`src/hw/sfcd_map.vh`:
```
// opcodes, apb map, field positions and reset values of the decoder
`ifndef SFCD_MAP_VH
`define SFCD_MAP_VH
// read opcodes
`define SFCD_OP_FAST_RD_LA 8'h0c
`define SFCD_OP_DDR_FAST_RD 8'h0d
`define SFCD_OP_DDR_FAST_RD_LA 8'h0e
`define SFCD_OP_DUAL_OUT_RD 8'h3b
`define SFCD_OP_DUAL_OUT_RD_LA 8'h3c
`define SFCD_OP_QUAD_OUT_RD 8'h6b
`define SFCD_OP_QUAD_OUT_RD_LA 8'h6c
`define SFCD_OP_DUAL_IO_RD 8'hbb
`define SFCD_OP_DUAL_IO_RD_LA 8'hbc
`define SFCD_OP_DDR_DUAL_IO_RD 8'hbd
`define SFCD_OP_DDR_DUAL_IO_RD_LA 8'hbe
`define SFCD_OP_QUAD_IO_RD 8'heb
`define SFCD_OP_QUAD_IO_RD_LA 8'hec
`define SFCD_OP_DDR_QUAD_IO_RD 8'hed
`define SFCD_OP_DDR_QUAD_IO_RD_LA 8'hee
// program and erase opcodes
`define SFCD_OP_PAGE_PROG 8'h02
`define SFCD_OP_PAGE_PROG_LA 8'h12
`define SFCD_OP_QUAD_PROG 8'h32
`define SFCD_OP_QUAD_PROG_ALT 8'h38
`define SFCD_OP_QUAD_PROG_LA 8'h34
`define SFCD_OP_SMALL_ERASE 8'h20
`define SFCD_OP_SMALL_ERASE_LA 8'h21
`define SFCD_OP_SECT_ERASE 8'hd8
`define SFCD_OP_SECT_ERASE_LA 8'hdc
// reserved opcodes
`define SFCD_OP_RSVD_MULTI_IO 8'ha3
`define SFCD_OP_RSVD_18 8'h18
`define SFCD_OP_RSVD_E5 8'he5
`define SFCD_OP_RSVD_E6 8'he6
// control opcodes
`define SFCD_OP_WRITE_REG 8'h01
`define SFCD_OP_WRITE_DISABLE 8'h04
`define SFCD_OP_STATUS1_READ 8'h05
`define SFCD_OP_STATUS2_READ 8'h07
`define SFCD_OP_WRITE_ENABLE 8'h06
`define SFCD_OP_CLEAR_STATUS 8'h30
`define SFCD_OP_BANK_WRITE 8'h17
`define SFCD_OP_SOFT_RESET 8'hf0
// command classes
`define SFCD_CL_OTHER 4'h0
`define SFCD_CL_FAST_RD 4'h1
`define SFCD_CL_DDR_FAST_RD 4'h2
`define SFCD_CL_DUAL_OUT_RD 4'h3
`define SFCD_CL_QUAD_OUT_RD 4'h4
`define SFCD_CL_DUAL_IO_RD 4'h5
`define SFCD_CL_DDR_DUAL_IO_RD 4'h6
`define SFCD_CL_QUAD_IO_RD 4'h7
`define SFCD_CL_DDR_QUAD_IO_RD 4'h8
`define SFCD_CL_PAGE_PROG 4'h9
`define SFCD_CL_QUAD_PROG 4'ha
`define SFCD_CL_SMALL_ERASE 4'hb
`define SFCD_CL_SECT_ERASE 4'hc
`define SFCD_CL_RESERVED 4'hd
// apb byte offsets
`define SFCD_REG_CTRL 8'h00
`define SFCD_REG_OPTIME 8'h04
`define SFCD_REG_STATUS 8'h08
`define SFCD_REG_LASTCMD 8'h0c
`define SFCD_REG_BANK 8'h10
// field positions
`define SFCD_CTRL_PFAIL 0
`define SFCD_CTRL_EFAIL 1
`define SFCD_ST1_BUSY 0
`define SFCD_ST1_WEL 1
`define SFCD_ST1_EERR 5
`define SFCD_ST1_PERR 6
`define SFCD_BANK_EXT 7
// reset values
`define SFCD_CTRL_RST 2'h0
`define SFCD_OPTIME_RST 16'h0040
`define SFCD_BANK_RST 8'h00
`endif

```
`src/hw/sfcd_top.v`:
```
// serial flash command decoder with operation status and apb access
//
// The implementer's own choices: the address map and the APB register port.
`timescale 1ns/1ns
`default_nettype none
`include "sfcd_map.vh"
module sfcd_top (
    input wire MCLK_I,
    input wire RST_I,
    input wire PSEL_I,
    input wire PENABLE_I,
    input wire PWRITE_I,
    input wire [7:0] PADDR_I,
    input wire [31:0] PWDATA_I,
    output reg [31:0] PRDATA_O,
    output reg PREADY_O,
    output reg PSLVERR_O,
    input wire SPI_CS_N_I,
    input wire SPI_SCK_I,
    input wire SPI_SI_I,
    output reg SPI_SO_O,
    output reg SPI_SO_OE_O,
    output reg CMD_STB_O,
    output reg [7:0] CMD_CODE_O,
    output reg [3:0] CMD_CLASS_O,
    output reg CMD_ADDR4_O,
    output reg CMD_REJ_O,
    output reg BUSY_O
);

localparam OP_IDLE = 2'h0;
localparam OP_RUN = 2'h1;
localparam OP_FAIL = 2'h2;
localparam K_PROG = 2'h0;
localparam K_ERASE = 2'h1;
localparam K_REG = 2'h2;

////////////////////////////////////////////////////////////////////////////
// opcode decode: {fixed long address, class}
function [4:0] sfcd_decode;
    input [7:0] c;
    begin
        case (c)
            `SFCD_OP_FAST_RD_LA: sfcd_decode = {1'b1, `SFCD_CL_FAST_RD};
            `SFCD_OP_DDR_FAST_RD: sfcd_decode = {1'b0, `SFCD_CL_DDR_FAST_RD};
            `SFCD_OP_DDR_FAST_RD_LA: sfcd_decode = {1'b1, `SFCD_CL_DDR_FAST_RD};
            `SFCD_OP_DUAL_OUT_RD: sfcd_decode = {1'b0, `SFCD_CL_DUAL_OUT_RD};
            `SFCD_OP_DUAL_OUT_RD_LA: sfcd_decode = {1'b1, `SFCD_CL_DUAL_OUT_RD};
            `SFCD_OP_QUAD_OUT_RD: sfcd_decode = {1'b0, `SFCD_CL_QUAD_OUT_RD};
            `SFCD_OP_QUAD_OUT_RD_LA: sfcd_decode = {1'b1, `SFCD_CL_QUAD_OUT_RD};
            `SFCD_OP_DUAL_IO_RD: sfcd_decode = {1'b0, `SFCD_CL_DUAL_IO_RD};
            `SFCD_OP_DUAL_IO_RD_LA: sfcd_decode = {1'b1, `SFCD_CL_DUAL_IO_RD};
            `SFCD_OP_DDR_DUAL_IO_RD: sfcd_decode = {1'b0, `SFCD_CL_DDR_DUAL_IO_RD};
            `SFCD_OP_DDR_DUAL_IO_RD_LA: sfcd_decode = {1'b1, `SFCD_CL_DDR_DUAL_IO_RD};
            `SFCD_OP_QUAD_IO_RD: sfcd_decode = {1'b0, `SFCD_CL_QUAD_IO_RD};
            `SFCD_OP_QUAD_IO_RD_LA: sfcd_decode = {1'b1, `SFCD_CL_QUAD_IO_RD};
            `SFCD_OP_DDR_QUAD_IO_RD: sfcd_decode = {1'b0, `SFCD_CL_DDR_QUAD_IO_RD};
            `SFCD_OP_DDR_QUAD_IO_RD_LA: sfcd_decode = {1'b1, `SFCD_CL_DDR_QUAD_IO_RD};
            `SFCD_OP_PAGE_PROG: sfcd_decode = {1'b0, `SFCD_CL_PAGE_PROG};
            `SFCD_OP_PAGE_PROG_LA: sfcd_decode = {1'b1, `SFCD_CL_PAGE_PROG};
            `SFCD_OP_QUAD_PROG: sfcd_decode = {1'b0, `SFCD_CL_QUAD_PROG};
            `SFCD_OP_QUAD_PROG_ALT: sfcd_decode = {1'b0, `SFCD_CL_QUAD_PROG};
            `SFCD_OP_QUAD_PROG_LA: sfcd_decode = {1'b1, `SFCD_CL_QUAD_PROG};
            `SFCD_OP_SMALL_ERASE: sfcd_decode = {1'b0, `SFCD_CL_SMALL_ERASE};
            `SFCD_OP_SMALL_ERASE_LA: sfcd_decode = {1'b1, `SFCD_CL_SMALL_ERASE};
            `SFCD_OP_SECT_ERASE: sfcd_decode = {1'b0, `SFCD_CL_SECT_ERASE};
            `SFCD_OP_SECT_ERASE_LA: sfcd_decode = {1'b1, `SFCD_CL_SECT_ERASE};
            `SFCD_OP_RSVD_MULTI_IO: sfcd_decode = {1'b0, `SFCD_CL_RESERVED};
            `SFCD_OP_RSVD_18: sfcd_decode = {1'b0, `SFCD_CL_RESERVED};
            `SFCD_OP_RSVD_E5: sfcd_decode = {1'b0, `SFCD_CL_RESERVED};
            `SFCD_OP_RSVD_E6: sfcd_decode = {1'b0, `SFCD_CL_RESERVED};
            default: sfcd_decode = {1'b0, `SFCD_CL_OTHER};
        endcase
    end
endfunction

////////////////////////////////////////////////////////////////////////////
// pin synchronisers
reg [2:0] cs_s_q;
reg [2:0] sck_s_q;
reg [1:0] si_s_q;

always @(posedge MCLK_I) begin
    if (RST_I) begin
        cs_s_q <= 3'h7;
        sck_s_q <= 3'h0;
        si_s_q <= 2'h0;
    end else begin
        cs_s_q <= {cs_s_q[1:0], SPI_CS_N_I};
        sck_s_q <= {sck_s_q[1:0], SPI_SCK_I};
        si_s_q <= {si_s_q[0], SPI_SI_I};
    end
end

wire cs_low = ~cs_s_q[1];
wire cs_fall = ~cs_s_q[1] & cs_s_q[2];
wire cs_rise = cs_s_q[1] & ~cs_s_q[2];
wire sck_rise = cs_low & sck_s_q[1] & ~sck_s_q[2];
wire sck_fall = cs_low & ~sck_s_q[1] & sck_s_q[2];
wire si_bit = si_s_q[1];

////////////////////////////////////////////////////////////////////////////
// state registers
reg [4:0] bit_cnt_q;
reg [7:0] shift_q;
reg [7:0] opc_q;
reg opc_ok_q;
reg opc_acc_q;
reg [7:0] bank_new_q;
reg bank_ok_q;
reg [7:0] bank_q;
reg [1:0] op_st_q;
reg [1:0] op_kind_q;
reg [15:0] op_cnt_q;
reg busy_flag_q;
reg write_enable_latch_q;
reg perr_q;
reg eerr_q;
reg so_mode_q;
reg so_sel2_q;
reg [2:0] so_idx_q;
reg [1:0] ctrl_q;
reg [15:0] optime_q;

wire [7:0] opc_d = {shift_q[6:0], si_bit};
wire [4:0] dec_d = sfcd_decode(opc_d);
wire ext_addr = bank_q[`SFCD_BANK_EXT];
wire fail_st = (op_st_q == OP_FAIL);
wire [3:0] dec_cl = dec_d[3:0];
wire is_status_rd = (opc_d == `SFCD_OP_STATUS1_READ) |
    (opc_d == `SFCD_OP_STATUS2_READ);
wire fail_ok = is_status_rd | (opc_d == `SFCD_OP_CLEAR_STATUS) |
    (opc_d == `SFCD_OP_WRITE_DISABLE) | (opc_d == `SFCD_OP_SOFT_RESET);
wire run_ok = is_status_rd | (opc_d == `SFCD_OP_SOFT_RESET);
// reserved codes are never acted on
wire acc_d = (dec_cl != `SFCD_CL_RESERVED) &
    (fail_st ? fail_ok : (op_st_q == OP_RUN) ? run_ok : 1'b1);
wire is_prog = (dec_cl == `SFCD_CL_PAGE_PROG) |
    (dec_cl == `SFCD_CL_QUAD_PROG);
wire is_erase = (dec_cl == `SFCD_CL_SMALL_ERASE) |
    (dec_cl == `SFCD_CL_SECT_ERASE);
wire [4:0] opc_dec = sfcd_decode(opc_q);
wire [3:0] opc_cl = opc_dec[3:0];
wire exe = cs_rise & opc_ok_q & opc_acc_q;

wire [7:0] status1 = {1'b0, perr_q, eerr_q, 3'h0,
    write_enable_latch_q, busy_flag_q};

////////////////////////////////////////////////////////////////////////////
// opcode capture and command report
always @(posedge MCLK_I) begin
    if (RST_I) begin
        bit_cnt_q <= 5'h00;
        shift_q <= 8'h00;
        opc_q <= 8'h00;
        opc_ok_q <= 1'b0;
        opc_acc_q <= 1'b0;
        bank_new_q <= 8'h00;
        bank_ok_q <= 1'b0;
        CMD_STB_O <= 1'b0;
        CMD_CODE_O <= 8'h00;
        CMD_CLASS_O <= 4'h0;
        CMD_ADDR4_O <= 1'b0;
        CMD_REJ_O <= 1'b0;
    end else begin
        CMD_STB_O <= 1'b0;
        if (cs_fall) begin
            bit_cnt_q <= 5'h00;
            opc_ok_q <= 1'b0;
            bank_ok_q <= 1'b0;
        end else if (sck_rise) begin
            shift_q <= opc_d;
            if (bit_cnt_q != 5'h10) begin
                bit_cnt_q <= bit_cnt_q + 5'h01;
            end
            if (bit_cnt_q == 5'h07) begin
                opc_q <= opc_d;
                opc_ok_q <= 1'b1;
                opc_acc_q <= acc_d;
                CMD_STB_O <= 1'b1;
                CMD_CODE_O <= opc_d;
                CMD_CLASS_O <= dec_cl;
                CMD_ADDR4_O <= dec_d[4] | ext_addr;
                CMD_REJ_O <= ~acc_d;
            end
            if (bit_cnt_q == 5'h0f && opc_q == `SFCD_OP_BANK_WRITE) begin
                bank_new_q <= opc_d;
                bank_ok_q <= 1'b1;
            end
        end
    end
end

////////////////////////////////////////////////////////////////////////////
// embedded operation sequencer and status flags
always @(posedge MCLK_I) begin
    if (RST_I) begin
        op_st_q <= OP_IDLE;
        op_kind_q <= K_PROG;
        op_cnt_q <= 16'h0000;
        busy_flag_q <= 1'b0;
        write_enable_latch_q <= 1'b0;
        perr_q <= 1'b0;
        eerr_q <= 1'b0;
        bank_q <= `SFCD_BANK_RST;
        BUSY_O <= 1'b0;
    end else begin
        BUSY_O <= busy_flag_q;
        if (exe) begin
            case (opc_q)
                `SFCD_OP_WRITE_ENABLE: begin
                    write_enable_latch_q <= 1'b1;
                end
                `SFCD_OP_WRITE_DISABLE: begin
                    write_enable_latch_q <= 1'b0;
                end
                `SFCD_OP_CLEAR_STATUS: begin
                    busy_flag_q <= 1'b0;
                    perr_q <= 1'b0;
                    eerr_q <= 1'b0;
                    op_st_q <= OP_IDLE;
                end
                `SFCD_OP_SOFT_RESET: begin
                    busy_flag_q <= 1'b0;
                    perr_q <= 1'b0;
                    eerr_q <= 1'b0;
                    write_enable_latch_q <= 1'b0;
                    op_st_q <= OP_IDLE;
                end
                `SFCD_OP_BANK_WRITE: begin
                    if (bank_ok_q) begin
                        bank_q <= bank_new_q;
                    end
                end
                default: begin
                    // program, erase and register write need the latch
                    if (write_enable_latch_q &&
                        (opc_cl == `SFCD_CL_PAGE_PROG ||
                        opc_cl == `SFCD_CL_QUAD_PROG ||
                        opc_cl == `SFCD_CL_SMALL_ERASE ||
                        opc_cl == `SFCD_CL_SECT_ERASE ||
                        opc_q == `SFCD_OP_WRITE_REG)) begin
                        op_st_q <= OP_RUN;
                        busy_flag_q <= 1'b1;
                        op_cnt_q <= optime_q;
                        if (opc_q == `SFCD_OP_WRITE_REG) begin
                            op_kind_q <= K_REG;
                        end else if (opc_cl == `SFCD_CL_SMALL_ERASE ||
                            opc_cl == `SFCD_CL_SECT_ERASE) begin
                            op_kind_q <= K_ERASE;
                        end else begin
                            op_kind_q <= K_PROG;
                        end
                    end
                end
            endcase
        end else if (op_st_q == OP_RUN) begin
            if (op_cnt_q != 16'h0000) begin
                op_cnt_q <= op_cnt_q - 16'h0001;
            end else if (op_kind_q == K_PROG && ctrl_q[`SFCD_CTRL_PFAIL]) begin
                perr_q <= 1'b1;
                op_st_q <= OP_FAIL;
            end else if (op_kind_q == K_ERASE &&
                ctrl_q[`SFCD_CTRL_EFAIL]) begin
                eerr_q <= 1'b1;
                op_st_q <= OP_FAIL;
            end else begin
                // erase and program of register bits end together
                busy_flag_q <= 1'b0;
                write_enable_latch_q <= 1'b0;
                op_st_q <= OP_IDLE;
            end
        end else if (op_st_q == OP_FAIL) begin
            busy_flag_q <= 1'b1;
        end
    end
end

////////////////////////////////////////////////////////////////////////////
// status register output on falling clock edges
always @(posedge MCLK_I) begin
    if (RST_I) begin
        so_mode_q <= 1'b0;
        so_sel2_q <= 1'b0;
        so_idx_q <= 3'h7;
        SPI_SO_O <= 1'b0;
        SPI_SO_OE_O <= 1'b0;
    end else begin
        if (cs_rise || cs_fall) begin
            so_mode_q <= 1'b0;
            SPI_SO_OE_O <= 1'b0;
        end else if (sck_rise && bit_cnt_q == 5'h07) begin
            so_mode_q <= is_status_rd;
            so_sel2_q <= (opc_d == `SFCD_OP_STATUS2_READ);
            so_idx_q <= 3'h7;
        end else if (sck_fall && so_mode_q) begin
            SPI_SO_OE_O <= 1'b1;
            SPI_SO_O <= so_sel2_q ? 1'b0 : status1[so_idx_q];
            so_idx_q <= so_idx_q - 3'h1;
        end
    end
end

////////////////////////////////////////////////////////////////////////////
// apb slave, one wait state per access
wire acc_ph = PSEL_I & PENABLE_I;
wire wr_fire = acc_ph & PREADY_O & PWRITE_I;
reg [31:0] rd_mux;
reg hit;

always @* begin
    rd_mux = 32'h00000000;
    hit = 1'b1;
    case (PADDR_I)
        `SFCD_REG_CTRL: rd_mux = {30'h0, ctrl_q};
        `SFCD_REG_OPTIME: rd_mux = {16'h0, optime_q};
        `SFCD_REG_STATUS: rd_mux = {23'h0, fail_st, status1};
        `SFCD_REG_LASTCMD: rd_mux = {14'h0, CMD_REJ_O, CMD_ADDR4_O,
            4'h0, CMD_CLASS_O, CMD_CODE_O};
        `SFCD_REG_BANK: rd_mux = {24'h0, bank_q};
        default: hit = 1'b0;
    endcase
end

always @(posedge MCLK_I) begin
    if (RST_I) begin
        PREADY_O <= 1'b0;
        PRDATA_O <= 32'h00000000;
        PSLVERR_O <= 1'b0;
        ctrl_q <= `SFCD_CTRL_RST;
        optime_q <= `SFCD_OPTIME_RST;
    end else begin
        PREADY_O <= acc_ph & ~PREADY_O;
        if (acc_ph && !PREADY_O) begin
            PRDATA_O <= PWRITE_I ? 32'h00000000 : rd_mux;
            PSLVERR_O <= ~hit;
        end else begin
            PSLVERR_O <= 1'b0;
        end
        if (wr_fire && PADDR_I == `SFCD_REG_CTRL) begin
            ctrl_q <= PWDATA_I[1:0];
        end
        if (wr_fire && PADDR_I == `SFCD_REG_OPTIME) begin
            optime_q <= PWDATA_I[15:0];
        end
    end
end

endmodule
`default_nettype wire

```
`config.mk`:
```
export PLATFORM = sky130hd
export DESIGN_NAME = sfcd_top
export DESIGN_NICKNAME = d
export VERILOG_FILES = /design/src/hw/sfcd_top.v
export VERILOG_INCLUDE_DIRS = /design/src /design/src/hw
export SDC_FILE = /design/constraint.sdc
export NUM_CORES = 1
export LEC_CHECK = 0
export ABC_AREA = 1
export BUFFER_PORTS_ARGS = -buffer_cell sky130_fd_sc_hd__buf_2
export CAP_MARGIN = 10
export CORE_UTILIZATION = 35
export DETAILED_ROUTE_END_ITERATION = 16
export PLACE_DENSITY = 0.52
export SLEW_MARGIN = 20
export SYNTH_ARGS = -nofsm -noshare
export SYNTH_HDL_FRONTEND = slang
export SYNTH_SLANG_ARGS = --single-unit
```
`constraint.sdc`:
```
create_clock -name MCLK_I -period 2.1 [get_ports MCLK_I]
set_input_delay 0.42 -clock MCLK_I [delete_from_list [all_inputs] [get_ports MCLK_I]]
set_output_delay 0.42 -clock MCLK_I [all_outputs]
set_load 0.005 [all_outputs]
```
==> results.json, run 1 <==
{
  "min_path_cells": 2,
  "cts_sinks": 124,
  "cts-resized-gates": 0,
  "timing.fmax_mhz": 521,
  "final_nets": 1073,
  "power_switching_w": 0.00126,
  "dp_slack_ns": 0.190,
  "track_usage_pct": 20.9,
  "setup_ws_ns": 0.182,
  "die_w_um": 136,
  "cts_tree": "done",
  "antenna_found_initial": 0,
  "yosysSeqAreaShare_pct": 39.6,
  "hpwl_um": 13600,
  "routed_wirelength_um": 18400,
  "io_buffer_count": 69,
  "start_kind": "flip-flop",
  "critPathLaunch": "cs_s_q[1]",
  "period_share_pct": 91.3,
  "p_int_w": 0.00436,
  "areaGrowthSynthToFinish_pct": 20.5,
  "start_util_pct": 36.0,
  "ys_top_cells_by_area": "dfxtp_1, nand2_1, nor2_1, inv_1, a21oi_1",
  "seqCellArea_um2": 2480,
  "reg2reg_depth": 9,
  "whs_ns": 0.194,
  "ioPinCount": 100,
  "multi_input_area_um2": 3160,
  "nFillCells": 1896,
  "clock_latency_ns": 0.41,
  "via_per_inst": 4.88,
  "tns_ns": 0,
  "cts_buffer_depth": 2,
  "synth-edff-count": 0,
  "grt_pass1_vias": 5808,
  "seq_power_share_pct": 42.2,
  "diodes": 0,
  "setup_viol": 0,
  "grt.overflow.total": 0,
  "yosys.area.top_type": "dfxtp_1",
  "drt_iter0_drc": 380,
  "powerDensity_nw_per_um2": 743,
  "core_area_um2": 17400,
  "cts_htree_levels": 4,
  "place.gp.congestion": 0.891,
  "ys.warnings.count": 0,
  "avgSynthCellArea_um2": 6.72,
  "rsz0062_at_grt": "false",
  "critPathMaxFanout": 18,
  "drc": 0,
  "async_flop_share_pct": 0,
  "r2r_end": "op_cnt_q[12]",
  "period_minus_slack_ns": 1.92,
  "ys_ff_latch": 124,
  "combinationalPowerShare_pct": 3.2,
  "cts_buffers": 17,
  "grt_max_degree": 73,
  "cts_setup_buffers": 0,
  "worst_r2r_startpoint": "cs_s_q[1]",
  "swShare_pct": 22.4,
  "finalHoldViolations": 0,
  "hold_path.class": "input port to flip-flop",
  "syn-cell-area_um2": 6270,
  "dr.pass1.iters": 7,
  "die_y_um": 136,
  "skew_ns": 0.00719,
  "synthDistinctLibCells": 48,
  "synth_flop_cell": "dfxtp_1",
  "clockPowerShare_pct": 54.6,
  "ir_drop_v": 0.000577,
  "antenna_left": 0,
  "worstPathRequired_ns": 2.41,
  "endpoint_kind": "flip-flop",
  "num_rows": 48,
  "cp_data_arrival_time_ns": 2.23,
  "grt_pass1_wl_um": 29700,
  "cts_hold_buf": 0,
  "status": "finished, final reports clean",
  "synth_cells": 934,
  "hold_end": "cs_s_q[0]",
  "dieArea_um2": 18500,
  "root_buffer": "clkbuf_16",
  "wl_per_cell_um": 14.6,
  "dr_total_vias": 6132,
  "synth_top_area_share_pct": 39.6,
  "leakagePower_nw": 3.45,
  "hold_start": "SPI_CS_N_I",
  "clk_pin_slew_worst_paths_ns": 0.06,
  "rrSetupSlack_ns": 0.18,
  "drive_above_1_share_pct": 15.1,
  "slew_violations": 0,
  "drv_cap": 0,
  "worstSetupPathType": "flip-flop to flip-flop"
}
cells in the mapped netlist, types with 6 or more instances:
cell / instances
nand4_1: 19
inv_1: 107
nor3_1: 9
nand2_1: 187
a21oi_1: 78
nand3_1: 66
buf_2: 6
nor2_1: 143
buf_4: 17
o21ai_0: 77
clkbuf_1: 17
nor2_2: 8
a31oi_1: 6
ha_1: 7
dfxtp_1: 124
a211oi_1: 6
final cells by class:
class / count / area share (%)
repair buffers: 96 / 7.74
well taps: 225 / 3.72
flip-flops and latches: 124 / 32.8
clock inverters: 13 / 2.20
inverters: 114 / 5.71
clock buffers: 19 / 5.99
multi-input cells: 665 / 41.8
worst max-delay path: stages (launching register included):
cell     delay [ns]
dfxtp_1        0.36
ha_1           0.20
nand3_2        0.18
inv_1          0.38
nand3_4        0.15
nand2_4        0.17
buf_12         0.17
nand3_1        0.07
nand2_1        0.06
nor2_1         0.04
worst max-delay path by stage:
stage	end	cells after the start	slack, ns
finish	op_cnt_q[12]	9	0.18
global route	opc_q[3]	8	0.02
CTS	op_cnt_q[14]	9	0.22
detailed placement	optime_q[9]	11	0.19
global placement	optime_q[3]	11	0.20
floorplan	op_st_q[0]	11	0.49
per-layer routing:
metal	vias to the layer above	share of wire [%]	track usage, %
met5	-	0	0
met4	0	1.8	7.28
met3	25	3.9	4.25
met2	120	47	35.6
met1	2784	47	26.2
li1	3203	-	-
registers in the layout, summed over array words and instances, names as in the netlist, 2 cells and up:
register     count
optime_q        16
bit_cnt_q        5
op_st_q          2
PRDATA_O        18
cs_s_q           3
op_kind_q        2
CMD_CLASS_O      4
shift_q          7
bank_new_q       8
sck_s_q          3
so_idx_q         3
bank_q           8
si_s_q           2
ctrl_q           2
opc_q            8
op_cnt_q        16
through the flow:
step | area [µm²] | utilization, % | total power [W] | cells
after floorplan | 6320 | - | 0.00254 | 947
after global placement | 6940 | 39.8 | 0.00261 | 1224
after detailed placement | 6940 | 39.8 | 0.00260 | 1224
after CTS | 7560 | 43.4 | 0.00567 | 1256
after global routing | 7560 | 43.4 | 0.00582 | 1256
final | 7560 | 43.4 | 0.00562 | 1256
power by group through the flow:
stage	clock network, W	registers, W	logic [W]
after floorplan	0	0.00242	0.000123
after global placement	0	0.00242	0.000181
after detailed placement	0	0.00242	0.000180
after CTS	0.00311	0.00237	0.000181
after global routing	0.00324	0.00237	0.000206
final	0.00307	0.00237	0.000180
cell families (layout without fill, tap and decap cells):
group	count (synthesis)	after routing	synth area share, %
AO/OA/AOI/OAI	191	191	16.9
XOR/XNOR	4	4	0.559
adder cells (fa/ha/maj)	7	7	1.40
buffers and inverters	158	242	10.8
flip-flops	124	124	39.6
other	1	14	0.0598
AND/OR/NAND/NOR	449	449	30.7
cells in the final DEF, fill, tap and decap left out, types with 8 or more instances in the layout:
master / netlist / layout
nand2_1: 187 / 187
nor2_1: 143 / 143
dfxtp_1: 124 / 124
inv_1: 107 / 106
a21oi_1: 78 / 78
o21ai_0: 77 / 77
buf_2: 6 / 69
nand3_1: 66 / 66
buf_4: 17 / 24
nand4_1: 19 / 19
clkbuf_16: 0 / 17
conb_1: 1 / 14
nor3_1: 9 / 9
nor2_2: 8 / 8
Power figures use the tool's default switching activity.
==> run 2, diff against run 1 <==
--- a/config.mk
+++ b/config.mk
@@ -9,9 +9,10 @@
 export ABC_AREA = 1
 export BUFFER_PORTS_ARGS = -buffer_cell sky130_fd_sc_hd__buf_2
 export CAP_MARGIN = 10
-export CORE_UTILIZATION = 35
+export CORE_UTILIZATION = 57
 export DETAILED_ROUTE_END_ITERATION = 16
-export PLACE_DENSITY = 0.52
+export PLACE_DENSITY = 0.78
+export SETUP_SLACK_MARGIN = 0.02
 export SLEW_MARGIN = 20
 export SYNTH_ARGS = -nofsm -noshare
 export SYNTH_HDL_FRONTEND = slang
==> results.json, run 2 (synthesized netlist as in run 1, its figures left out) <==
{
  "hold_end": "cs_s_q[0]",
  "start_util_pct": 59.7,
  "final_nets": 1072,
  "routed_wirelength_um": 17200,
  "hold_start": "SPI_CS_N_I",
  "cts_sinks": 124,
  "cts_buffer_depth": 2,
  "powerDensity_nw_per_um2": 742,
  "tns_ns": 0,
  "diodes": 0,
  "cts_tree": "done",
  "r2r_end": "op_cnt_q[15]",
  "dieArea_um2": 11400,
  "skew_ns": 0.0112,
  "drc": 0,
  "via_per_inst": 5.49,
  "multi_input_area_um2": 3180,
  "endpoint_kind": "flip-flop",
  "hold_path.class": "input port to flip-flop",
  "clock_latency_ns": 0.54,
  "min_path_cells": 2,
  "track_usage_pct": 31.4,
  "status": "finished, final reports clean",
  "timing.fmax_mhz": 515,
  "grt_pass1_wl_um": 27700,
  "worstPathRequired_ns": 2.53,
  "finalHoldViolations": 0,
  "dp_slack_ns": 0.108,
  "root_buffer": "clkbuf_8",
  "critPathMaxFanout": 12,
  "nFillCells": 917,
  "wl_per_cell_um": 14.7,
  "reg2reg_depth": 10,
  "die_w_um": 107,
  "worst_r2r_startpoint": "opc_q[4]",
  "rrSetupSlack_ns": 0.16,
  "io_buffer_count": 69,
  "grt.overflow.total": 0,
  "seqCellArea_um2": 2480,
  "antenna_found_initial": 0,
  "leakagePower_nw": 3.44,
  "cts_htree_levels": 4,
  "die_y_um": 107,
  "place.gp.congestion": 0.928,
  "cts_hold_buf": 0,
  "drive_above_1_share_pct": 15.0,
  "cts_buffers": 17,
  "grt_pass1_vias": 5659,
  "setup_viol": 0,
  "ir_drop_v": 0.000666,
  "rsz0062_at_grt": "false",
  "drt_iter0_drc": 635,
  "largest_reg_flops": 18,
  "mostFrequentLayoutCell": "nand2_1",
  "antenna_left": 0,
  "grt_max_degree": 73,
  "layout_common_cells": "nand2_1, nor2_1, dfxtp_1",
  "num_rows": 37,
  "start_kind": "flip-flop",
  "final_util_pct": 70.6,
  "hpwl_um": 12200,
  "setup_ws_ns": 0.159,
  "slew_violations": 0,
  "areaGrowthSynthToFinish_pct": 18.3,
  "drv_cap": 0,
  "period_minus_slack_ns": 1.94,
  "ioPinCount": 100,
  "period_share_pct": 92.4,
  "largestRegisters": "PRDATA_O: 18 flops, op_cnt_q: 16 flops, optime_q: 16 flops",
  "core_area_um2": 10500,
  "largest-register": "PRDATA_O",
  "clk_pin_slew_worst_paths_ns": 0.06,
  "worstSetupPathType": "flip-flop to flip-flop",
  "cp_data_arrival_time_ns": 2.37,
  "dr.pass1.iters": 6,
  "dr_total_vias": 6397
}
[run 2: worst max-delay path by stage]
stage	start	to	slack (ns)	depth (start not counted)
floorplan	cs_s_q[1]	op_st_q[0]	0.49	11
global route	opc_q[4]	op_cnt_q[11]	0.03	10
CTS	opc_q[6]	op_cnt_q[7]	0.08	9
global placement	opc_q[6]	op_cnt_q[13]	0.16	9
finish	opc_q[4]	op_cnt_q[15]	0.16	10
detailed placement	opc_q[6]	op_cnt_q[7]	0.11	9
[run 2: worst max-delay path, cell delays in order, from the launching register on]
cell and delay, ns:
dfxtp_1 0.47, inv_1 0.13, nor2_1 0.11, nand2_1 0.09, nor2_2 0.23, nand3b_1 0.22, a21boi_4 0.08, buf_12 0.16
buf_4 0.15, a21oi_1 0.14, nor2_1 0.06
[run 2: metrics by stage]
step / area (µm²) / hold slack, ns / instances / total power, W
2_1_floorplan: 6320 / 0.388 / 947 / 0.00254
3_3_place_gp: 6760 / 0.394 / 1130 / 0.00259
3_5_place_dp: 6760 / 0.410 / 1130 / 0.00260
4_1_cts: 7360 / 0.0528 / 1162 / 0.00552
5_1_grt: 7420 / 0.0484 / 1166 / 0.00567
6_report: 7420 / 0.0628 / 1166 / 0.00550
[run 2: area by class of cell]
type	instances	share of cell area (%)
sequential	124	33.5
timing repair buffer	95	7.62
inverter	114	5.82
multi-input combinational	665	42.8
clock inverter	13	2.06
clock buffer	19	5.95
tap	136	2.29
[run 2: repair_timing]
| action | 4_1_cts | 5_1_grt |
|---|---|---|
| resized for setup | 0 | 4 |
| endpoints found under the setup margin | 0 | 15 |
| buffers inserted | 0 | 4 |
[run 2: metal layers]
layer / global-route usage, % / routed length (µm) / share of wire, %
met1: 43.0 / 7870 / 46
met2: 47.7 / 7460 / 43
met3: 8.51 / 1480 / 8.6
met4: 10.6 / 351 / 2.0
met5: 0 / 0 / 0
[run 2: where the power goes]
part / switching [W] / internal (W)
clock network: 0.00117 / 0.00178
logic: 0.000117 / 0.0000618
registers: 0.00000887 / 0.00236
total: 0.00130 / 0.00421
==> run 3, diff against run 2 <==
--- a/config.mk
+++ b/config.mk
@@ -10,7 +10,9 @@
 export BUFFER_PORTS_ARGS = -buffer_cell sky130_fd_sc_hd__buf_2
 export CAP_MARGIN = 10
 export CORE_UTILIZATION = 57
+export CTS_CLUSTER_DIAMETER = 100
 export DETAILED_ROUTE_END_ITERATION = 16
+export HOLD_SLACK_MARGIN = 0.08
 export PLACE_DENSITY = 0.78
 export SETUP_SLACK_MARGIN = 0.02
 export SLEW_MARGIN = 20
==> results.json, run 3 (synthesized netlist as in run 1, its figures left out) <==
{
  "root_buffer": "clkbuf_8",
  "setup_viol": 0,
  "period_share_pct": 93.5,
  "largestRegisters": "PRDATA_O: 18 flops, op_cnt_q: 16 flops, optime_q: 16 flops",
  "powerDensity_nw_per_um2": 742,
  "total_power_w": 0.00552,
  "die_y_um": 107,
  "largest-register": "PRDATA_O",
  "grt_pass1_vias": 5659,
  "leakagePower_nw": 3.45,
  "cts_htree_levels": 4,
  "grt.overflow.total": 0,
  "antenna_found_initial": 0,
  "worstPathRequired_ns": 2.54,
  "drv_cap": 0,
  "skew_ns": 0.00908,
  "dieArea_um2": 11400,
  "hold_path.class": "input port to flip-flop",
  "grt_max_degree": 73,
  "ir_drop_v": 0.000669,
  "drt_iter0_drc": 659,
  "io_buffer_count": 69,
  "grt_pass1_wl_um": 27700,
  "wl_per_cell_um": 14.8,
  "core_area_um2": 10500,
  "slew_violations": 0,
  "critPathMaxFanout": 12,
  "tns_ns": 0,
  "areaGrowthSynthToFinish_pct": 18.6,
  "drc": 0,
  "timing.fmax_mhz": 509,
  "ioPinCount": 100,
  "num_rows": 37,
  "die_w_um": 107,
  "mostFrequentLayoutCell": "nand2_1",
  "hpwl_um": 12200,
  "clk_pin_slew_worst_paths_ns": 0.06,
  "endpoint_kind": "flip-flop",
  "drive_above_1_share_pct": 15.0,
  "start_util_pct": 59.7,
  "start_kind": "flip-flop",
  "cts_tree": "done",
  "antenna_left": 0,
  "status": "finished, final reports clean",
  "finalHoldViolations": 0,
  "cts_buffers": 17,
  "place.gp.congestion": 0.928,
  "period_minus_slack_ns": 1.96,
  "clock_latency_ns": 0.54,
  "diodes": 0,
  "cp_data_arrival_time_ns": 2.40,
  "dr_total_vias": 6471,
  "largest_reg_flops": 18,
  "final_nets": 1074,
  "layout_common_cells": "nand2_1, nor2_1, dfxtp_1",
  "via_per_inst": 5.54,
  "routed_wirelength_um": 17300,
  "cts_buffer_depth": 2,
  "cts_sinks": 124,
  "nFillCells": 914,
  "dr.pass1.iters": 7,
  "worstSetupPathType": "flip-flop to flip-flop",
  "rsz0062_at_grt": "false",
  "track_usage_pct": 31.4
}
==> run 3: cell types whose count changed in the layout (fill, tap and decap cells not counted) <==
| cell | change |
|---|---|
| dlygate4sd3_1 | +2 |
==> run 3: critical path, cell delays in order, from the launching register on <==
cell and delay (ns):
dfxtp_1 0.48, inv_1 0.13, nor2_1 0.11, nand2_1 0.09, nor2_2 0.23, nand3b_1 0.22, a21boi_4 0.09, buf_12 0.16
buf_4 0.15, a21oi_1 0.14, nor2_1 0.06
==> run 3: repair_timing <==
item                                   4_1_cts  5_1_grt
endpoints found under the hold margin        1        1
hold buffers                                 1        1
buffers inserted                             0        4
setup endpoints to repair                    0       15
resized for setup                            0        4
==> run 3: per-stage QoR <==
| stage | setup slack (ns) | instance area [µm²] | hold WS [ns] | instances | util (%) |
|---|---|---|---|---|---|
| 6_report | 0.136 | 7440 | 0.0892 | 1168 | 70.8 |
| 5_1_grt | 0.0295 | 7440 | 0.0848 | 1168 | 70.8 |
| 4_1_cts | 0.0847 | 7370 | 0.0817 | 1163 | 70.1 |
| 3_5_place_dp | 0.108 | 6760 | 0.410 | 1130 | 64.4 |
| 3_3_place_gp | 0.164 | 6760 | 0.394 | 1130 | 64.4 |
| 2_1_floorplan | 0.489 | 6320 | 0.388 | 947 | - |
==> run 3: report_power, final <==
group	switching, W	total [W]	internal (W)	leakage [nW]
combinational	0.000118	0.000182	0.0000642	2.16
clock	0.00119	0.00297	0.00178	0.283
sequential	0.00000896	0.00237	0.00236	1.00
total	0.00131	0.00552	0.00421	3.45
==> run 3: final timing paths <==
check / cells after the start / startpoint / slack, ns / endpoint
worst max register to register: 10 / opc_q[4] / 0.14 / op_cnt_q[15]
worst min-delay path: 3 / SPI_SCK_I / 0.09 / sck_s_q[0]
worst min register to register: 1 / cs_s_q[0] / 0.42 / cs_s_q[1]
worst max-delay path: 10 / opc_q[4] / 0.14 / op_cnt_q[15]
==> run 3: area by class of cell <==
type	count	area, µm²	share of cell area (%)
clock buffer	19	442	5.94
clock inverter	13	153	2.05
inverter	114	432	5.80
multi-input combinational	665	3180	42.7
sequential	124	2480	33.4
tap	136	170	2.29
timing repair buffer	97	586	7.87
==> run 3: layer usage <==
| layer | vias to the layer above | share of wire [%] | routed length [µm] | GRT usage [%] |
|---|---|---|---|---|
| li1 | 3203 | - | - | - |
| met1 | 2956 | 46 | 8040 | 43.0 |
| met2 | 284 | 44 | 7590 | 47.7 |
| met3 | 28 | 7.9 | 1370 | 8.51 |
| met4 | 0 | 1.7 | 286 | 10.6 |
| met5 | - | 0 | 0 | 0 |
